[config.mk]
export PLATFORM = sky130hd
export DESIGN_NAME = fdo_drive_outputs
export DESIGN_NICKNAME = d
export VERILOG_FILES = /design/src/rtl/fdo_drive_outputs.v
export VERILOG_INCLUDE_DIRS = /design/src /design/src/common
export SDC_FILE = /design/constraint.sdc
export NUM_CORES = 1
export LEC_CHECK = 0
export BUFFER_PORTS_ARGS = -buffer_cell sky130_fd_sc_hd__buf_2
export CAP_MARGIN = 15
export CORE_MARGIN = 1
export CORE_UTILIZATION = 45
export DETAILED_ROUTE_END_ITERATION = 6
export GPL_TIMING_DRIVEN = 0
export PLACE_DENSITY = 0.85
export SLEW_MARGIN = 20
export SYNTH_ARGS = -nofsm -noshare
export SYNTH_HDL_FRONTEND = slang
export SYNTH_SLANG_ARGS = --single-unit
[constraint.sdc]
create_clock -name clk_sys -period 1.2 [get_ports clk_sys]
set_input_delay 0.06 -clock clk_sys [delete_from_list [all_inputs] [get_ports clk_sys]]
set_output_delay 0.06 -clock clk_sys [all_outputs]
set_load 0.01 [all_outputs]
[src/common/fdo_consts.vh]
// Constants for the floppy drive control output block
`ifndef FDO_CONSTS_VH
`define FDO_CONSTS_VH
`define FDO_CFG_DENS_POL_BIT 5
`define FDO_CFG_FOUR_DRV_BIT 7
`define FDO_DOUT_SEL_LSB     0
`define FDO_DOUT_SEL_MSB     1
`define FDO_DOUT_MOTOR0_BIT  4
`define FDO_DOUT_MOTOR1_BIT  5
`define FDO_DOUT_MOTOR3_BIT  7
`define FDO_DOUT_RESET       8'h00
`define FDO_CFG_RESET        8'h00
`define FDO_RATE_RESET       2'h2
`define FDO_SEL_IDLE         2'h3
`define FDO_MOTOR_IDLE       2'h0
`define FDO_RATE_500K        2'h0
`define FDO_RATE_300K        2'h1
`define FDO_RATE_250K        2'h2
`define FDO_RATE_1M          2'h3
`define FDO_OP_IDLE          2'h0
`define FDO_OP_SEEK          2'h1
`define FDO_OP_READ          2'h2
`define FDO_OP_WRITE         2'h3
`endif

[src/rtl/fdo_drive_outputs.v]
// Drive-side control outputs and DMA strobe qualification of the floppy controller
// Summary of operation
// - Density select shows high rate (500K, 1M) versus low rate (250K, 300K).
// - Configuration bit 5 inverts or keeps density select polarity.
// - During seek, direction active steps in, inactive steps out.
// - Direction held inactive during any read or write.
// - Two active-low drive selects follow digital output bits 0 and 1 once that register is first written.
// - Configuration bit 7 set encodes selects with motors for four drives.
// - Rate bit 0 follows bit 0 of the most recently written rate register.
// - Low DMA acknowledge makes read and write strobes transfer strobes.
// - Active-high DMA request tells host a transfer is needed.
`include "fdo_consts.vh"
module fdo_drive_outputs (
   input  wire       clk_sys,
   input  wire       reset_n,
   input  wire       dig_out_wr,
   input  wire [7:0] dig_out_wdata,
   input  wire       cfg_wr,
   input  wire [7:0] cfg_wdata,
   input  wire       cfg_ctl_wr,
   input  wire [1:0] cfg_ctl_rate,
   input  wire       rate_sel_wr,
   input  wire [1:0] rate_sel_rate,
   input  wire [1:0] op_state,
   input  wire       seek_inward,
   input  wire       xfer_needed,
   input  wire       dma_ack_n,
   input  wire       ior_n,
   input  wire       iow_n,
   output reg        density_select_out,
   output reg        head_dir_out,
   output reg  [1:0] drive_select_n,
   output reg  [1:0] motor_on_out,
   output reg        rate_bit0_out,
   output reg        dma_request,
   output reg        dma_read_strobe,
   output reg        dma_write_strobe
);
   // Host-written register images
   reg  [7:0] digital_output_reg;
   reg  [7:0] cfg_r;
   reg  [1:0] rate_r;
   reg        written_r;

   // Next values of the register images
   reg  [7:0] dout_nxt;
   reg  [7:0] cfg_nxt;
   reg  [1:0] rate_nxt;
   reg        written_nxt;

   // Next values of the registered outputs
   reg        dens_nxt;
   reg        dir_nxt;
   reg  [1:0] sel_nxt;
   reg  [1:0] motor_nxt;
   reg        rate0_nxt;
   reg        req_nxt;
   reg        rd_stb_nxt;
   reg        wr_stb_nxt;

   // Decoded register fields
   wire       dens_invert;
   wire       four_drive;
   wire [1:0] sel_field;
   wire [1:0] motor_pair;
   wire       any_motor;

   assign dens_invert = cfg_r[`FDO_CFG_DENS_POL_BIT];
   assign four_drive  = cfg_r[`FDO_CFG_FOUR_DRV_BIT];
   assign sel_field   = digital_output_reg[`FDO_DOUT_SEL_MSB:`FDO_DOUT_SEL_LSB];
   assign motor_pair  = {digital_output_reg[`FDO_DOUT_MOTOR1_BIT],
                         digital_output_reg[`FDO_DOUT_MOTOR0_BIT]};
   assign any_motor   = |digital_output_reg[`FDO_DOUT_MOTOR3_BIT:`FDO_DOUT_MOTOR0_BIT];

   // High rates are 500K and 1M; 250K and 300K are low
   function is_high_rate;
      input [1:0] rate;
      begin
         is_high_rate = (rate == `FDO_RATE_500K) || (rate == `FDO_RATE_1M);
      end
   endfunction

   // Normal mode decode; codes 2 and 3 select nothing
   function [1:0] normal_select_n;
      input [1:0] sel;
      begin
         case (sel)
            2'h0: begin
               normal_select_n = 2'h2;
            end
            2'h1: begin
               normal_select_n = 2'h1;
            end
            default: begin
               normal_select_n = 2'h3;
            end
         endcase
      end
   endfunction

   // Encoded mode carries the drive number on the select pins
   function [1:0] encoded_select_n;
      input [1:0] sel;
      begin
         encoded_select_n = ~sel;
      end
   endfunction

   // A host strobe only counts while the acknowledge is low
   function qualify_strobe;
      input ack_n;
      input strobe_n;
      begin
         qualify_strobe = ~ack_n & ~strobe_n;
      end
   endfunction

   always @* begin
      dout_nxt    = digital_output_reg;
      written_nxt = written_r;
      if (dig_out_wr) begin
         dout_nxt    = dig_out_wdata;
         written_nxt = 1'b1;
      end
   end

   always @* begin
      cfg_nxt = cfg_r;
      if (cfg_wr) begin
         cfg_nxt = cfg_wdata;
      end
   end

   // Later of the two writes wins; same-cycle favours rate select
   always @* begin
      rate_nxt = rate_r;
      if (rate_sel_wr) begin
         rate_nxt = rate_sel_rate;
      end else if (cfg_ctl_wr) begin
         rate_nxt = cfg_ctl_rate;
      end
   end

   always @(posedge clk_sys or negedge reset_n) begin
      if (!reset_n) begin
         digital_output_reg <= `FDO_DOUT_RESET;
         written_r          <= 1'b0;
      end else begin
         digital_output_reg <= dout_nxt;
         written_r          <= written_nxt;
      end
   end

   always @(posedge clk_sys or negedge reset_n) begin
      if (!reset_n) begin
         cfg_r <= `FDO_CFG_RESET;
      end else begin
         cfg_r <= cfg_nxt;
      end
   end

   always @(posedge clk_sys or negedge reset_n) begin
      if (!reset_n) begin
         rate_r <= `FDO_RATE_RESET;
      end else begin
         rate_r <= rate_nxt;
      end
   end

   always @* begin
      dens_nxt = is_high_rate(rate_r) ^ dens_invert;
   end

   // Only a seek moves the head; reads and writes force inactive
   always @* begin
      dir_nxt = 1'b0;
      if (op_state == `FDO_OP_SEEK) begin
         dir_nxt = seek_inward;
      end
   end

   // Two pins only, so encoded mode folds all motors into one enable
   always @* begin
      sel_nxt   = `FDO_SEL_IDLE;
      motor_nxt = `FDO_MOTOR_IDLE;
      if (written_r) begin
         if (four_drive) begin
            sel_nxt   = encoded_select_n(sel_field);
            motor_nxt = {1'b0, any_motor};
         end else begin
            sel_nxt   = normal_select_n(sel_field);
            motor_nxt = motor_pair;
         end
      end
   end

   always @* begin
      rate0_nxt  = rate_r[0];
      req_nxt    = xfer_needed;
      rd_stb_nxt = qualify_strobe(dma_ack_n, ior_n);
      wr_stb_nxt = qualify_strobe(dma_ack_n, iow_n);
   end

   // Drive-side pins
   always @(posedge clk_sys or negedge reset_n) begin
      if (!reset_n) begin
         density_select_out <= 1'b0;
         head_dir_out       <= 1'b0;
         drive_select_n     <= `FDO_SEL_IDLE;
         motor_on_out       <= `FDO_MOTOR_IDLE;
         rate_bit0_out      <= 1'b0;
      end else begin
         density_select_out <= dens_nxt;
         head_dir_out       <= dir_nxt;
         drive_select_n     <= sel_nxt;
         motor_on_out       <= motor_nxt;
         rate_bit0_out      <= rate0_nxt;
      end
   end

   // Host-side DMA pins
   always @(posedge clk_sys or negedge reset_n) begin
      if (!reset_n) begin
         dma_request      <= 1'b0;
         dma_read_strobe  <= 1'b0;
         dma_write_strobe <= 1'b0;
      end else begin
         dma_request      <= req_nxt;
         dma_read_strobe  <= rd_stb_nxt;
         dma_write_strobe <= wr_stb_nxt;
      end
   end
endmodule // fdo_drive_outputs

Yosys cells after proc, flatten, opt, wreduce, memory -nomap -nowiden. Cells that the tools add are included.

Bits in registers: 29. Output and inout port bits: 10. Word-level logic and storage cells: 35.

Bitwise gates (word level): 7. Muxes and demuxes: 8. Equal/unequal tests: 3. Reduce and logical (&&, ||, !) cells: 5.

Operator list (count): 2-bit 2-to-1 mux (6); 2-bit by 1-bit equality test with 1-bit output, second input constant (2); 2-bit zero test (2); 2-bit case mux with 2 select lines (1); 4-bit OR reduction (1); 1-bit NOT (3); 1-bit bitwise AND (2); 2-bit equality test, second input constant (1); 2-bit NOT (1); 2-bit nonzero test (1); 1-bit logical OR (1); 1-bit 2-to-1 mux (1); 1-bit bitwise XOR (1).

Logic depth before layout (Yosys ltp). Gate-level depths: netlist of the first run.

Depth after elaboration: 4. Depth in mapped cells: 2. Gate-level depth less buffers: 2.

Least setup slack after synthesis of the first run. No wires, ideal clock.

Path kind: reg-to-reg. Start: reg digital_output_reg[7]. End: reg motor_on_out[0]. Buffers on the path: 0. Data required time: 1074 ps. Setup slack: 406 ps. Arrival time: 667 ps. Clock period less this slack: 794 ps. Stages on the path, launching flop included: 3. Path through: dfrtp_1 nor4_1 nor2_1.

Cells in the longest elaborated chain, start to end: 3.

RTL lines: start: declaration (RTL line fdo_drive_outputs.v:40) `reg [7:0] digital_output_reg;`; start signal: assignment (RTL line fdo_drive_outputs.v:146) `` digital_output_reg <= `FDO_DOUT_RESET; ``; start signal: assignment (RTL line fdo_drive_outputs.v:149) `digital_output_reg <= dout_nxt;`; 4-bit OR reduction (RTL line fdo_drive_outputs.v:73) `` assign any_motor = |digital_output_reg[`FDO_DOUT_MOTOR3_BIT:`FDO_DOUT_MOTOR0_BIT]; ``; 2-bit 2-to-1 mux (RTL line fdo_drive_outputs.v:187) `if (four_drive) begin`; 2-bit 2-to-1 mux (RTL line fdo_drive_outputs.v:186) `if (written_r) begin`; net motor_nxt[0] (RTL line fdo_drive_outputs.v:55) `reg [1:0] motor_nxt;`; end signal: assignment (RTL line fdo_drive_outputs.v:210) `` motor_on_out <= `FDO_MOTOR_IDLE; ``; end signal: assignment (RTL line fdo_drive_outputs.v:216) `motor_on_out <= motor_nxt;`; end: declaration (RTL line fdo_drive_outputs.v:33) `output reg [1:0] motor_on_out,`.

The timed path passes the listed nets, and every way through them passes these cells. A chain may end at the register's enable or synchronous reset.

Worst setup path in the final report of the first run.
Start: in iow_n. End: reg dma_write_strobe.

Cells in the longest elaborated chain, start to end: 2.

RTL lines: start: declaration (RTL line fdo_drive_outputs.v:29) `input wire iow_n,`; 1-bit NOT (RTL line fdo_drive_outputs.v:114) `qualify_strobe = ~ack_n & ~strobe_n;`; 1-bit bitwise AND (RTL line fdo_drive_outputs.v:114); net wr_stb_nxt (RTL line fdo_drive_outputs.v:59) `reg wr_stb_nxt;`; end signal: assignment (RTL line fdo_drive_outputs.v:230) `dma_write_strobe <= wr_stb_nxt;`; end: declaration (RTL line fdo_drive_outputs.v:37) `output reg dma_write_strobe`.

The timed path passes the listed nets, and every way through them passes these cells.

==> results of run 1 <==
==> power groups by stage <==
| stage | Sequential (mW) | Clock [mW] | Combinational (mW) |
|---|---|---|---|
| final | 0.824 | 0.340 | 0.256 |
| after global routing | 0.832 | 0.374 | 0.281 |
| after CTS | 0.823 | 0.344 | 0.256 |
| after detailed placement | 0.836 | 0 | 0.209 |
| after global placement | 0.833 | 0 | 0.200 |
| after floorplan | 0.851 | 0 | 0.0892 |
==> worst min-delay path by stage <==
stage	end	slack, ns	cells after the start
final	cfg_r[5]	0.01	2
after global routing	cfg_r[5]	0.01	2
after CTS	written_r	0.006	2
after detailed placement	motor_on_out[0]	0.03	1
after global placement	motor_on_out[0]	0.02	1
after floorplan	cfg_r[5]	-0.24	0
==> layout by cell type (no fill, tap or decap), types with 2 or more instances in the layout <==
| cell type | count |
|---|---|
| nand2_1 | 4 |
| mux2_4 | 6 |
| dfstp_2 | 3 |
| dfrtp_1 | 18 |
| mux2_2 | 2 |
| dlygate4sd3_1 | 19 |
| mux2i_1 | 2 |
| clkbuf_4 | 3 |
| nor2_1 | 5 |
| and2_1 | 2 |
| o21ai_0 | 5 |
| buf_2 | 33 |
==> Yosys cell counts (all sizes together) <==
cell,instances
o21ai,5
nor3b,1
mux2i,2
xor2,1
nor4,1
nor3,1
nor2,5
mux2,8
nand2,4
buf,1
and2,2
dfrtp,18
xnor2,1
dfstp,3
or2,1
==> worst register-to-register path, delay by kind of cell, from the launching register on <==
kind	cells	cell delay (ns)
AOI/OAI and AO/OA	1	0.12
and+or+nand+nor	1	0.22
DFF	1	0.45
==> cell type report <==
cell class	instances	area, µm²	area share [%]
clock inverters	1	5.00	0.421
multi-input cells	32	246	20.7
flip-flops and latches	21	529	44.5
repair buffers	52	355	29.9
plain buffers	1	11.3	0.946
clock buffers	3	22.5	1.89
well taps	16	20.0	1.68
==> metrics by stage <==
| stage | setup slack (ns) | hold slack [ns] | area [µm²] | cells | utilization (%) |
|---|---|---|---|---|---|
| final | 0.117 | 0.0135 | 1190 | 126 | 75.5 |
| after global routing | 0.0998 | 0.0130 | 1190 | 126 | 75.5 |
| after CTS | 0.127 | 0.00622 | 1190 | 126 | 75.5 |
| after detailed placement | 0.330 | 0.0317 | 972 | 103 | 61.7 |
| after global placement | 0.359 | 0.0220 | 972 | 103 | 61.7 |
| after floorplan | 0.406 | -0.236 | 787 | 54 | - |
==> metal layers <==
layer  GRT usage (%)  up-vias  wire length [µm]
met3            5.83        4                80
met2            33.7       24               869
met1            22.5      273               651
met4            12.5        0                34
met5               0        -                 0
li1                -      294                 -
==> what timing repair did <==
item | in CTS | in global routing
endpoints found under the setup margin | 0 | 0
hold buffers | 19 | 0
endpoints found under the hold margin | 32 | 0
==> kinds of logic after synthesis <==
group / after synthesis / synth area share [%]
compound gates: 5 / 3.18
xor+xnor: 2 / 2.23
buf+inv: 1 / 1.43
flops: 21 / 67.2
mux: 10 / 16.9
simple gates: 15 / 9.06
==> flow_metrics.env, run 1 <==
export IMPL_status="finished, violations left"
export IMPL_violations="DRC"
export IMPL_hold_viol=0
export IMPL_rrSetupSlack_ns=0.34
export IMPL_worst_path_dominant_cell_family="buffers and inverters"
export IMPL_first_iter_violations=10
export IMPL_synth_avg_cell_area_um2=14.6
export IMPL_dieArea_um2=1920
export IMPL_finalCriticalPeriod_ns=1.08
export IMPL_p_int_mw=1.07
export IMPL_io_buffer_count=33
export IMPL_cp_max_fo=1
export IMPL_yosysTopAreaCellShare_pct=57.2
export IMPL_min_delay_start="cfg_wr"
export IMPL_crit_top_cell="dlygate4sd3_1"
export IMPL_wl_per_cell_um=13.0
export IMPL_min_period_over_period_pct=90.3
export IMPL_htreeDepth=1
export IMPL_clock_sinks=21
export IMPL_first_global_vias=601
export IMPL_synth_area_um2=787
export IMPL_crit_required_ns=1.45
export IMPL_seq_area_frac_synth_pct=67.2
export IMPL_start_kind="input port"
export IMPL_clk_latency_ns=0.31
export IMPL_yosysTopAreaCell="dfrtp_1"
export IMPL_peakVddDrop_mv=0.887
export IMPL_finalSetupTns_ns=0
export IMPL_area_growth_pct=51.2
export IMPL_post_cts_buffers=0
export IMPL_relSlewSlack_pct=70.6
export IMPL_drc_errors=4
export IMPL_antenna_left=0
export IMPL_dieWidth_um=43.8
export IMPL_overflow=0
export IMPL_arrival_ns=1.34
export IMPL_critPathBufInv=3
export IMPL_min_path_type="input port to flip-flop"
export IMPL_finalSetupViolations=0
export IMPL_power_density_nw_per_um2=1190
export IMPL_startpoint="iow_n"
export IMPL_comb_power_share_pct=18.0
export IMPL_coreArea_um2=1580
export IMPL_cp_depth=4
export IMPL_power_mw=1.42
export IMPL_syn_nets=87
export IMPL_rsz0062_at_grt="no"
export IMPL_synth_seq_cells=21
export IMPL_maxCapViolCount=0
export IMPL_die_h_um=43.8
export IMPL_cts_made_buffers=3
export IMPL_p_leak_nw=0.596
export IMPL_start_util_pct=49.9
export IMPL_cts_tree="yes"
export IMPL_vias=595
export IMPL_fin_nets=144
export IMPL_wirelength_um=1640
export IMPL_fillCellCount=107
export IMPL_pwr_share_seq_pct=58.1
export IMPL_clock_path_buffers=2
export IMPL_post_cts_resized=0
export IMPL_worstMarginPinSlew_ns=0.441
export IMPL_timing_fmax_mhz=923
export IMPL_drive_gt1_share_pct=45.5
export IMPL_antenna_found_initial=0
export IMPL_largest_register_ff_count=6
export IMPL_reg2reg_depth=2
export IMPL_grt_use_total_pct=20.2
export IMPL_reg2reg_from="cfg_r[7]"
export IMPL_p_sw_mw=0.353
export IMPL_grt_start_max_net_pins=22
export IMPL_dr_pass1_iters=7
export IMPL_critical_path_endpoint="dma_write_strobe"
export IMPL_place_gp_congestion=0.728
export IMPL_rr_endpoint="drive_select_n[0]"
export IMPL_cp_slowest_cell="dlygate4sd3_1"
export IMPL_dp_hpwl_um=1010
export IMPL_clkTransAtPathRegs_ns=0.11
export IMPL_pwr_share_clk_pct=23.9
export IMPL_cpPeakStageDelay_ns=0.55
export IMPL_cp_cell_sequence="dlygate4sd3_1, buf_2, nor2_1, dlygate4sd3_1"
export IMPL_cp_end_kind="flip-flop"
export IMPL_path_class="input port to flip-flop"
export IMPL_yosys_top_cells_area="dfrtp_1, mux2_4, dfstp_2"
export IMPL_antenna_cells=0
export IMPL_clockRootBuffer="clkbuf_4"
export IMPL_ios=43
export IMPL_fin_worst_skew_ns=0.00204
export IMPL_row_count=14
export IMPL_drt_vias_per_instance=4.72
export IMPL_ys_warn_count=0
export IMPL_syn_inst=54
export IMPL_sw_frac_of_total_pct=24.8
export IMPL_ys_types=16
export IMPL_drv_slew=0
export IMPL_grt_pass1_wl_um=2590
No activity file was read; power rests on OpenSTA's default activity.
==> run 2, diff against run 1 <==
--- a/config.mk
+++ b/config.mk
@@ -6,6 +6,7 @@
 export SDC_FILE = /design/constraint.sdc
 export NUM_CORES = 1
 export LEC_CHECK = 0
+export ABC_AREA = 1
 export BUFFER_PORTS_ARGS = -buffer_cell sky130_fd_sc_hd__buf_2
 export CAP_MARGIN = 15
 export CORE_MARGIN = 1
==> run 2 against run 1 <==
- the run still ends with DRC left
- combinational power hardly changed
- fmax is 2.8% lower
- design area is 0.63% higher
- sequential power is 2% lower
- critical path type unchanged
- critical endpoint is now dma_read_strobe
- largest cell class unchanged
- highest routed layer unchanged
==> flow_metrics.env, run 2 <==
export IMPL_status="finished, violations left"
export IMPL_violations="DRC"
export IMPL_rrSetupSlack_ns=0.23
export IMPL_peakVddDrop_mv=0.878
export IMPL_post_place_ws_ns=0.336
export IMPL_dieWidth_um=43.7
export IMPL_reg2reg_depth=4
export IMPL_fin_worst_skew_ns=0.00247
export IMPL_cts_made_buffers=3
export IMPL_yosys_top_cells_count="nand2_1, dfrtp_1, inv_1, nor2_1, o21ai_0"
export IMPL_final_common_cell="buf_2"
export IMPL_cp_slowest_cell="dlygate4sd3_1"
export IMPL_hold_viol=0
export IMPL_reg2reg_from="cfg_r[7]"
export IMPL_grt_use_total_pct=22.4
export IMPL_relSlewSlack_pct=70.3
export IMPL_synth_edf_count=0
export IMPL_dr_pass1_iters=6
export IMPL_antenna_found_initial=0
export IMPL_drt_vias_per_instance=4.92
export IMPL_wl_met1_um=759
export IMPL_grt_pass1_wl_um=3060
export IMPL_overflow=0
export IMPL_largest_register_ff_count=6
export IMPL_start_kind="input port"
export IMPL_multi_input_area_um2=214
export IMPL_io_buffer_count=33
export IMPL_cp_end_kind="flip-flop"
export IMPL_antenna_left=0
export IMPL_area_growth_pct=53.4
export IMPL_dp_hpwl_um=971
export IMPL_ios=43
export IMPL_ys_warn_count=0
export IMPL_finalSetupViolations=0
export IMPL_syn_nets=112
export IMPL_power_density_nw_per_um2=1170
export IMPL_yosysTopAreaCell="dfrtp_1"
export IMPL_arrival_ns=1.36
export IMPL_post_cts_resized=0
export IMPL_grt_start_max_net_pins=22
export IMPL_critPathBufInv=3
export IMPL_timing_fmax_mhz=898
export IMPL_wirelength_um=1900
export IMPL_yosysMostFrequentCell="nand2_1"
export IMPL_wl_per_cell_um=12.5
export IMPL_clockRootBuffer="clkbuf_4"
export IMPL_fillCellCount=107
export IMPL_cp_cell_sequence="dlygate4sd3_1, buf_2, nor2_1, dlygate4sd3_1"
export IMPL_layout_common_cells="buf_2, nand2_1, dlygate4sd3_1, dfrtp_1"
export IMPL_synth_avg_cell_area_um2=9.88
export IMPL_holdPathStages=2
export IMPL_synth_area_um2=781
export IMPL_finalSetupTns_ns=0
export IMPL_ys_flop_type="dfrtp_1"
export IMPL_min_delay_start="dig_out_wr"
export IMPL_cpPeakStageDelay_ns=0.55
export IMPL_drive_gt1_share_pct=29.4
export IMPL_yosysTopAreaCellShare_pct=57.7
export IMPL_rsz0062_at_grt="no"
export IMPL_dieArea_um2=1910
export IMPL_ys_types=14
export IMPL_rr_endpoint="drive_select_n[0]"
export IMPL_clock_sinks=21
export IMPL_clkTransAtPathRegs_ns=0.11
export IMPL_drc_errors=2
export IMPL_post_cts_buffers=0
export IMPL_yosys_top_cells_area="dfrtp_1, nand2_1, dfstp_2"
export IMPL_min_period_over_period_pct=92.8
export IMPL_wl_met3_um=80
export IMPL_maxCapViolCount=0
export IMPL_crit_required_ns=1.44
export IMPL_row_count=14
export IMPL_die_h_um=43.7
export IMPL_cts_tree="yes"
export IMPL_seqCellArea_um2=529
export IMPL_min_to="digital_output_reg[0]"
export IMPL_syn_inst=79
export IMPL_highest_layer="met4"
export IMPL_p_leak_nw=0.642
export IMPL_htreeDepth=1
export IMPL_vias=748
export IMPL_min_path_type="input port to flip-flop"
export IMPL_antenna_cells=0
export IMPL_worst_path_dominant_cell_family="buffers and inverters"
export IMPL_place_gp_congestion=0.778
export IMPL_first_iter_violations=29
export IMPL_drv_slew=0
export IMPL_fin_nets=170
export IMPL_finalCriticalPeriod_ns=1.11
export IMPL_seq_area_frac_synth_pct=67.8
export IMPL_setup_slack_ns=0.0860
export IMPL_wl_met2_um=1010
export IMPL_start_util_pct=50.1
export IMPL_first_global_vias=738
export IMPL_worstMarginPinSlew_ns=0.446
export IMPL_crit_top_cell="dlygate4sd3_1"
export IMPL_clk_latency_ns=0.30
export IMPL_cp_max_fo=1
export IMPL_synth_seq_cells=21
export IMPL_async_flop_share_pct=100
export IMPL_clock_path_buffers=2
export IMPL_coreArea_um2=1560
export IMPL_path_class="input port to flip-flop"
-- run 2: cell count changes in the layout (fill, tap and decap cells not counted), sizes merged, moves of 2 or more --
cell         delta
dlygate4sd3     +2
nor2            +3
a21oi           +2
nand3           +4
inv             +8
mux2            -8
and2            -2
mux2i           -2
nand2          +22
-- run 2: cell families (layout without fill, tap and decap cells) --
| group | count (synthesis) | in the layout | synth area share [%] |
|---|---|---|---|
| flip-flops | 21 | 21 | 67.8 |
| XOR/XNOR | 2 | 2 | 2.24 |
| buffers and inverters | 9 | 66 | 4.81 |
| AND/OR/NAND/NOR | 39 | 39 | 19.6 |
| AO/OA/AOI/OAI | 8 | 8 | 5.61 |
-- run 2: final cells by class --
cell class	count	area share (%)
Multi-Input combinational cell	49	17.9
Tap cell	16	1.67
Timing Repair Buffer	53	30.9
Sequential cell	21	44.2
Buffer	1	0.627
Clock buffer	4	2.19
Inverter	8	2.51
-- run 2: how the worst max path moves through the flow --
stage | start | cells past startpoint | end
after global routing | ior_n | 4 | dma_read_strobe
after floorplan | is_high_rate.rate[1] | 3 | density_select_out
after CTS | cfg_wr | 5 | cfg_r[5]
after detailed placement | is_high_rate.rate[1] | 3 | density_select_out
final | ior_n | 4 | dma_read_strobe
after global placement | is_high_rate.rate[1] | 3 | density_select_out
-- run 2: stage by stage --
| step | utilization (%) | area [µm²] | hold slack [ns] | total power, mW | instances |
|---|---|---|---|---|---|
| floorplan | - | 781 | -0.236 | 0.917 | 79 |
| global placement | 62.0 | 966 | 0.0229 | 1.01 | 128 |
| detailed placement | 62.0 | 966 | 0.0245 | 1.02 | 128 |
| CTS | 77.8 | 1210 | 0.0150 | 1.39 | 154 |
| global route | 76.8 | 1200 | 0.0165 | 1.46 | 152 |
| finish | 76.8 | 1200 | 0.0155 | 1.40 | 152 |
-- run 2: timing repair --
action | CTS | global route
hold buffers | 22 | 0
hold endpoints to repair | 32 | 0
endpoints found under the setup margin | 0 | 1
-- run 2: per-layer routing --
metal  global-route usage, %  vias to the layer above
met5                       0                        -
met4                    12.5                        0
met3                    3.33                        6
met2                    39.1                       30
met1                    26.1                      354
li1                        -                      358
-- run 2: power breakdown --
group / internal (mW) / switching (mW)
clock network: 0.129 / 0.201
logic: 0.132 / 0.128
registers: 0.780 / 0.0301
total: 1.04 / 0.359
==> run 3, diff against run 2 <==
--- a/config.mk
+++ b/config.mk
@@ -10,10 +10,10 @@
 export BUFFER_PORTS_ARGS = -buffer_cell sky130_fd_sc_hd__buf_2
 export CAP_MARGIN = 15
 export CORE_MARGIN = 1
-export CORE_UTILIZATION = 45
+export CORE_UTILIZATION = 25
 export DETAILED_ROUTE_END_ITERATION = 6
 export GPL_TIMING_DRIVEN = 0
-export PLACE_DENSITY = 0.85
+export PLACE_DENSITY = 0.54
 export SLEW_MARGIN = 20
 export SYNTH_ARGS = -nofsm -noshare
 export SYNTH_HDL_FRONTEND = slang
==> run 3 against run 2 <==
- clock power grew 4%
- register-to-register slack gained 0.08 ns
- sequential share of layout area shrank 1.3 points
- clock-buffer cell count shrank 1
- flip-flop and latch count is the same
- core utilization shrank 34 points
- sequential power is essentially flat
- cell count grew 11%
- the run still ends with DRC left
- critical path depth grew 1
==> flow_metrics.env, run 3 (synthesized netlist as in run 2, its figures left out) <==
export IMPL_power_density_nw_per_um2=1140
export IMPL_fin_nets=172
export IMPL_htreeDepth=1
export IMPL_ios=43
export IMPL_die_h_um=57.9
export IMPL_clock_sinks=21
export IMPL_overflow=0
export IMPL_drv_slew=0
export IMPL_status="finished, violations left"
export IMPL_antenna_cells=0
export IMPL_violations="DRC"
export IMPL_grt_pass1_wl_um=2780
export IMPL_antenna_left=0
export IMPL_finalSetupViolations=0
export IMPL_timing_fmax_mhz=882
export IMPL_arrival_ns=1.37
export IMPL_first_iter_violations=23
export IMPL_layout_common_cells="buf_2, nand2_1, dlygate4sd3_1, dfrtp_1"
export IMPL_p_sw_mw=0.363
export IMPL_dieArea_um2=3350
export IMPL_coreArea_um2=2850
export IMPL_worstMarginPinSlew_ns=0.464
export IMPL_grt_use_total_pct=10.9
export IMPL_hold_viol=0
export IMPL_seqCellArea_um2=529
export IMPL_final_common_cell="buf_2"
export IMPL_area_growth_pct=57.9
export IMPL_grt_start_max_net_pins=22
export IMPL_row_count=19
export IMPL_maxCapViolCount=0
export IMPL_cp_max_fo=1
export IMPL_path_class="input port to flip-flop"
export IMPL_start_util_pct=27.4
export IMPL_p_int_mw=1.04
export IMPL_dpl_cell_count=143
export IMPL_peakVddDrop_mv=0.327
export IMPL_first_global_vias=688
export IMPL_cts_tree="yes"
export IMPL_pwr_share_seq_pct=57.7
export IMPL_fin_worst_skew_ns=0.0101
export IMPL_min_path_type="input port to flip-flop"
export IMPL_drc_errors=3
export IMPL_relSlewSlack_pct=69.1
export IMPL_post_route_util_pct=43.2
export IMPL_vias=695
export IMPL_multi_input_area_um2=214
export IMPL_sw_frac_of_total_pct=25.9
export IMPL_io_buffer_count=33
export IMPL_min_period_over_period_pct=94.4
export IMPL_final_cells=169
export IMPL_post_cts_resized=0
export IMPL_crit_required_ns=1.44
export IMPL_drive_gt1_share_pct=30.4
export IMPL_fillCellCount=290
export IMPL_finalCriticalPeriod_ns=1.13
export IMPL_dp_hpwl_um=1080
export IMPL_largest_register_ff_count=6
export IMPL_clk_latency_ns=0.30
export IMPL_drt_vias_per_instance=4.11
export IMPL_dr_pass1_iters=7
export IMPL_rsz0062_at_grt="no"
export IMPL_clkTransAtPathRegs_ns=0.13
export IMPL_antenna_found_initial=0
export IMPL_p_leak_nw=0.651
export IMPL_clock_path_buffers=2
export IMPL_comb_power_share_pct=17.9
export IMPL_clockRootBuffer="clkbuf_4"
export IMPL_wl_per_cell_um=9.63
export IMPL_cts_made_buffers=3
export IMPL_finalSetupTns_ns=0
export IMPL_cp_end_kind="flip-flop"
export IMPL_pwr_share_clk_pct=24.4
export IMPL_dieWidth_um=57.9
export IMPL_place_gp_congestion=0.691
export IMPL_start_kind="input port"
export IMPL_wirelength_um=1630
run 3: power by group through the flow:
stage / Sequential (mW) / Clock (mW) / Combinational, mW
detailed placement: 0.824 / 0 / 0.197
global route: 0.818 / 0.381 / 0.283
floorplan: 0.839 / 0 / 0.0779
finish: 0.809 / 0.342 / 0.251
global placement: 0.821 / 0 / 0.192
CTS: 0.811 / 0.356 / 0.257
run 3: worst max-delay path, stage by stage:
cell,delay [ns]
dlygate4sd3_1,0.53
buf_2,0.12
nand2_1,0.05
dlygate4sd3_1,0.54
nand3_1,0.07
run 3: final timing paths:
check	startpoint	end	slack (ns)	cells past startpoint
min in group asynchronous	reset_n	motor_on_out[0]	0.23	2
worst max register to register	is_high_rate.rate[1]	density_select_out	0.31	3
worst max-delay path	rate_sel_rate[1]	is_high_rate.rate[1]	0.07	5
worst min register to register	is_high_rate.rate[0]	rate_bit0_out	0.47	0
max in group asynchronous	reset_n	is_high_rate.rate[1]	0.62	2
worst min-delay path	dig_out_wr	digital_output_reg[4]	0.003	2
run 3: cell type report:
class	instances	share of cell area, %
Sequential cell	21	42.9
Timing Repair Buffer	55	31.3
Multi-Input combinational cell	49	17.4
Tap cell	31	3.15
Inverter	8	2.44
Clock buffer	3	1.83
Buffer	1	0.609
Clock inverter	1	0.406
run 3: timing repair:
item | 4_1_cts | 5_1_grt
endpoints found under the hold margin | 32 | 0
setup endpoints to repair | 0 | 1
setup buffers | 0 | 0
hold buffers | 23 | 0
run 3: layer usage:
layer / routed length (µm) / vias to the layer above / share of wire [%] / track usage (%)
met5: 0 / - / 0 / 0
met1: 760 / 308 / 47 / 13.6
met3: 92 / 0 / 5.7 / 1.56
met2: 774 / 28 / 48 / 18.2
met4: 0 / 0 / 0 / 6.12
li1: - / 359 / - / -
run 3: per-stage QoR:
step | setup WS (ns) | total power, mW | instance area, µm² | hold slack, ns
5_1_grt | 0.0359 | 1.48 | 1230 | 0.0116
3_3_place_gp | 0.342 | 1.01 | 985 | 0.0276
4_1_cts | 0.0398 | 1.42 | 1240 | 0.00121
6_report | 0.0667 | 1.40 | 1230 | 0.00323
2_1_floorplan | 0.379 | 0.917 | 781 | -0.236
3_5_place_dp | 0.333 | 1.02 | 985 | 0.0452
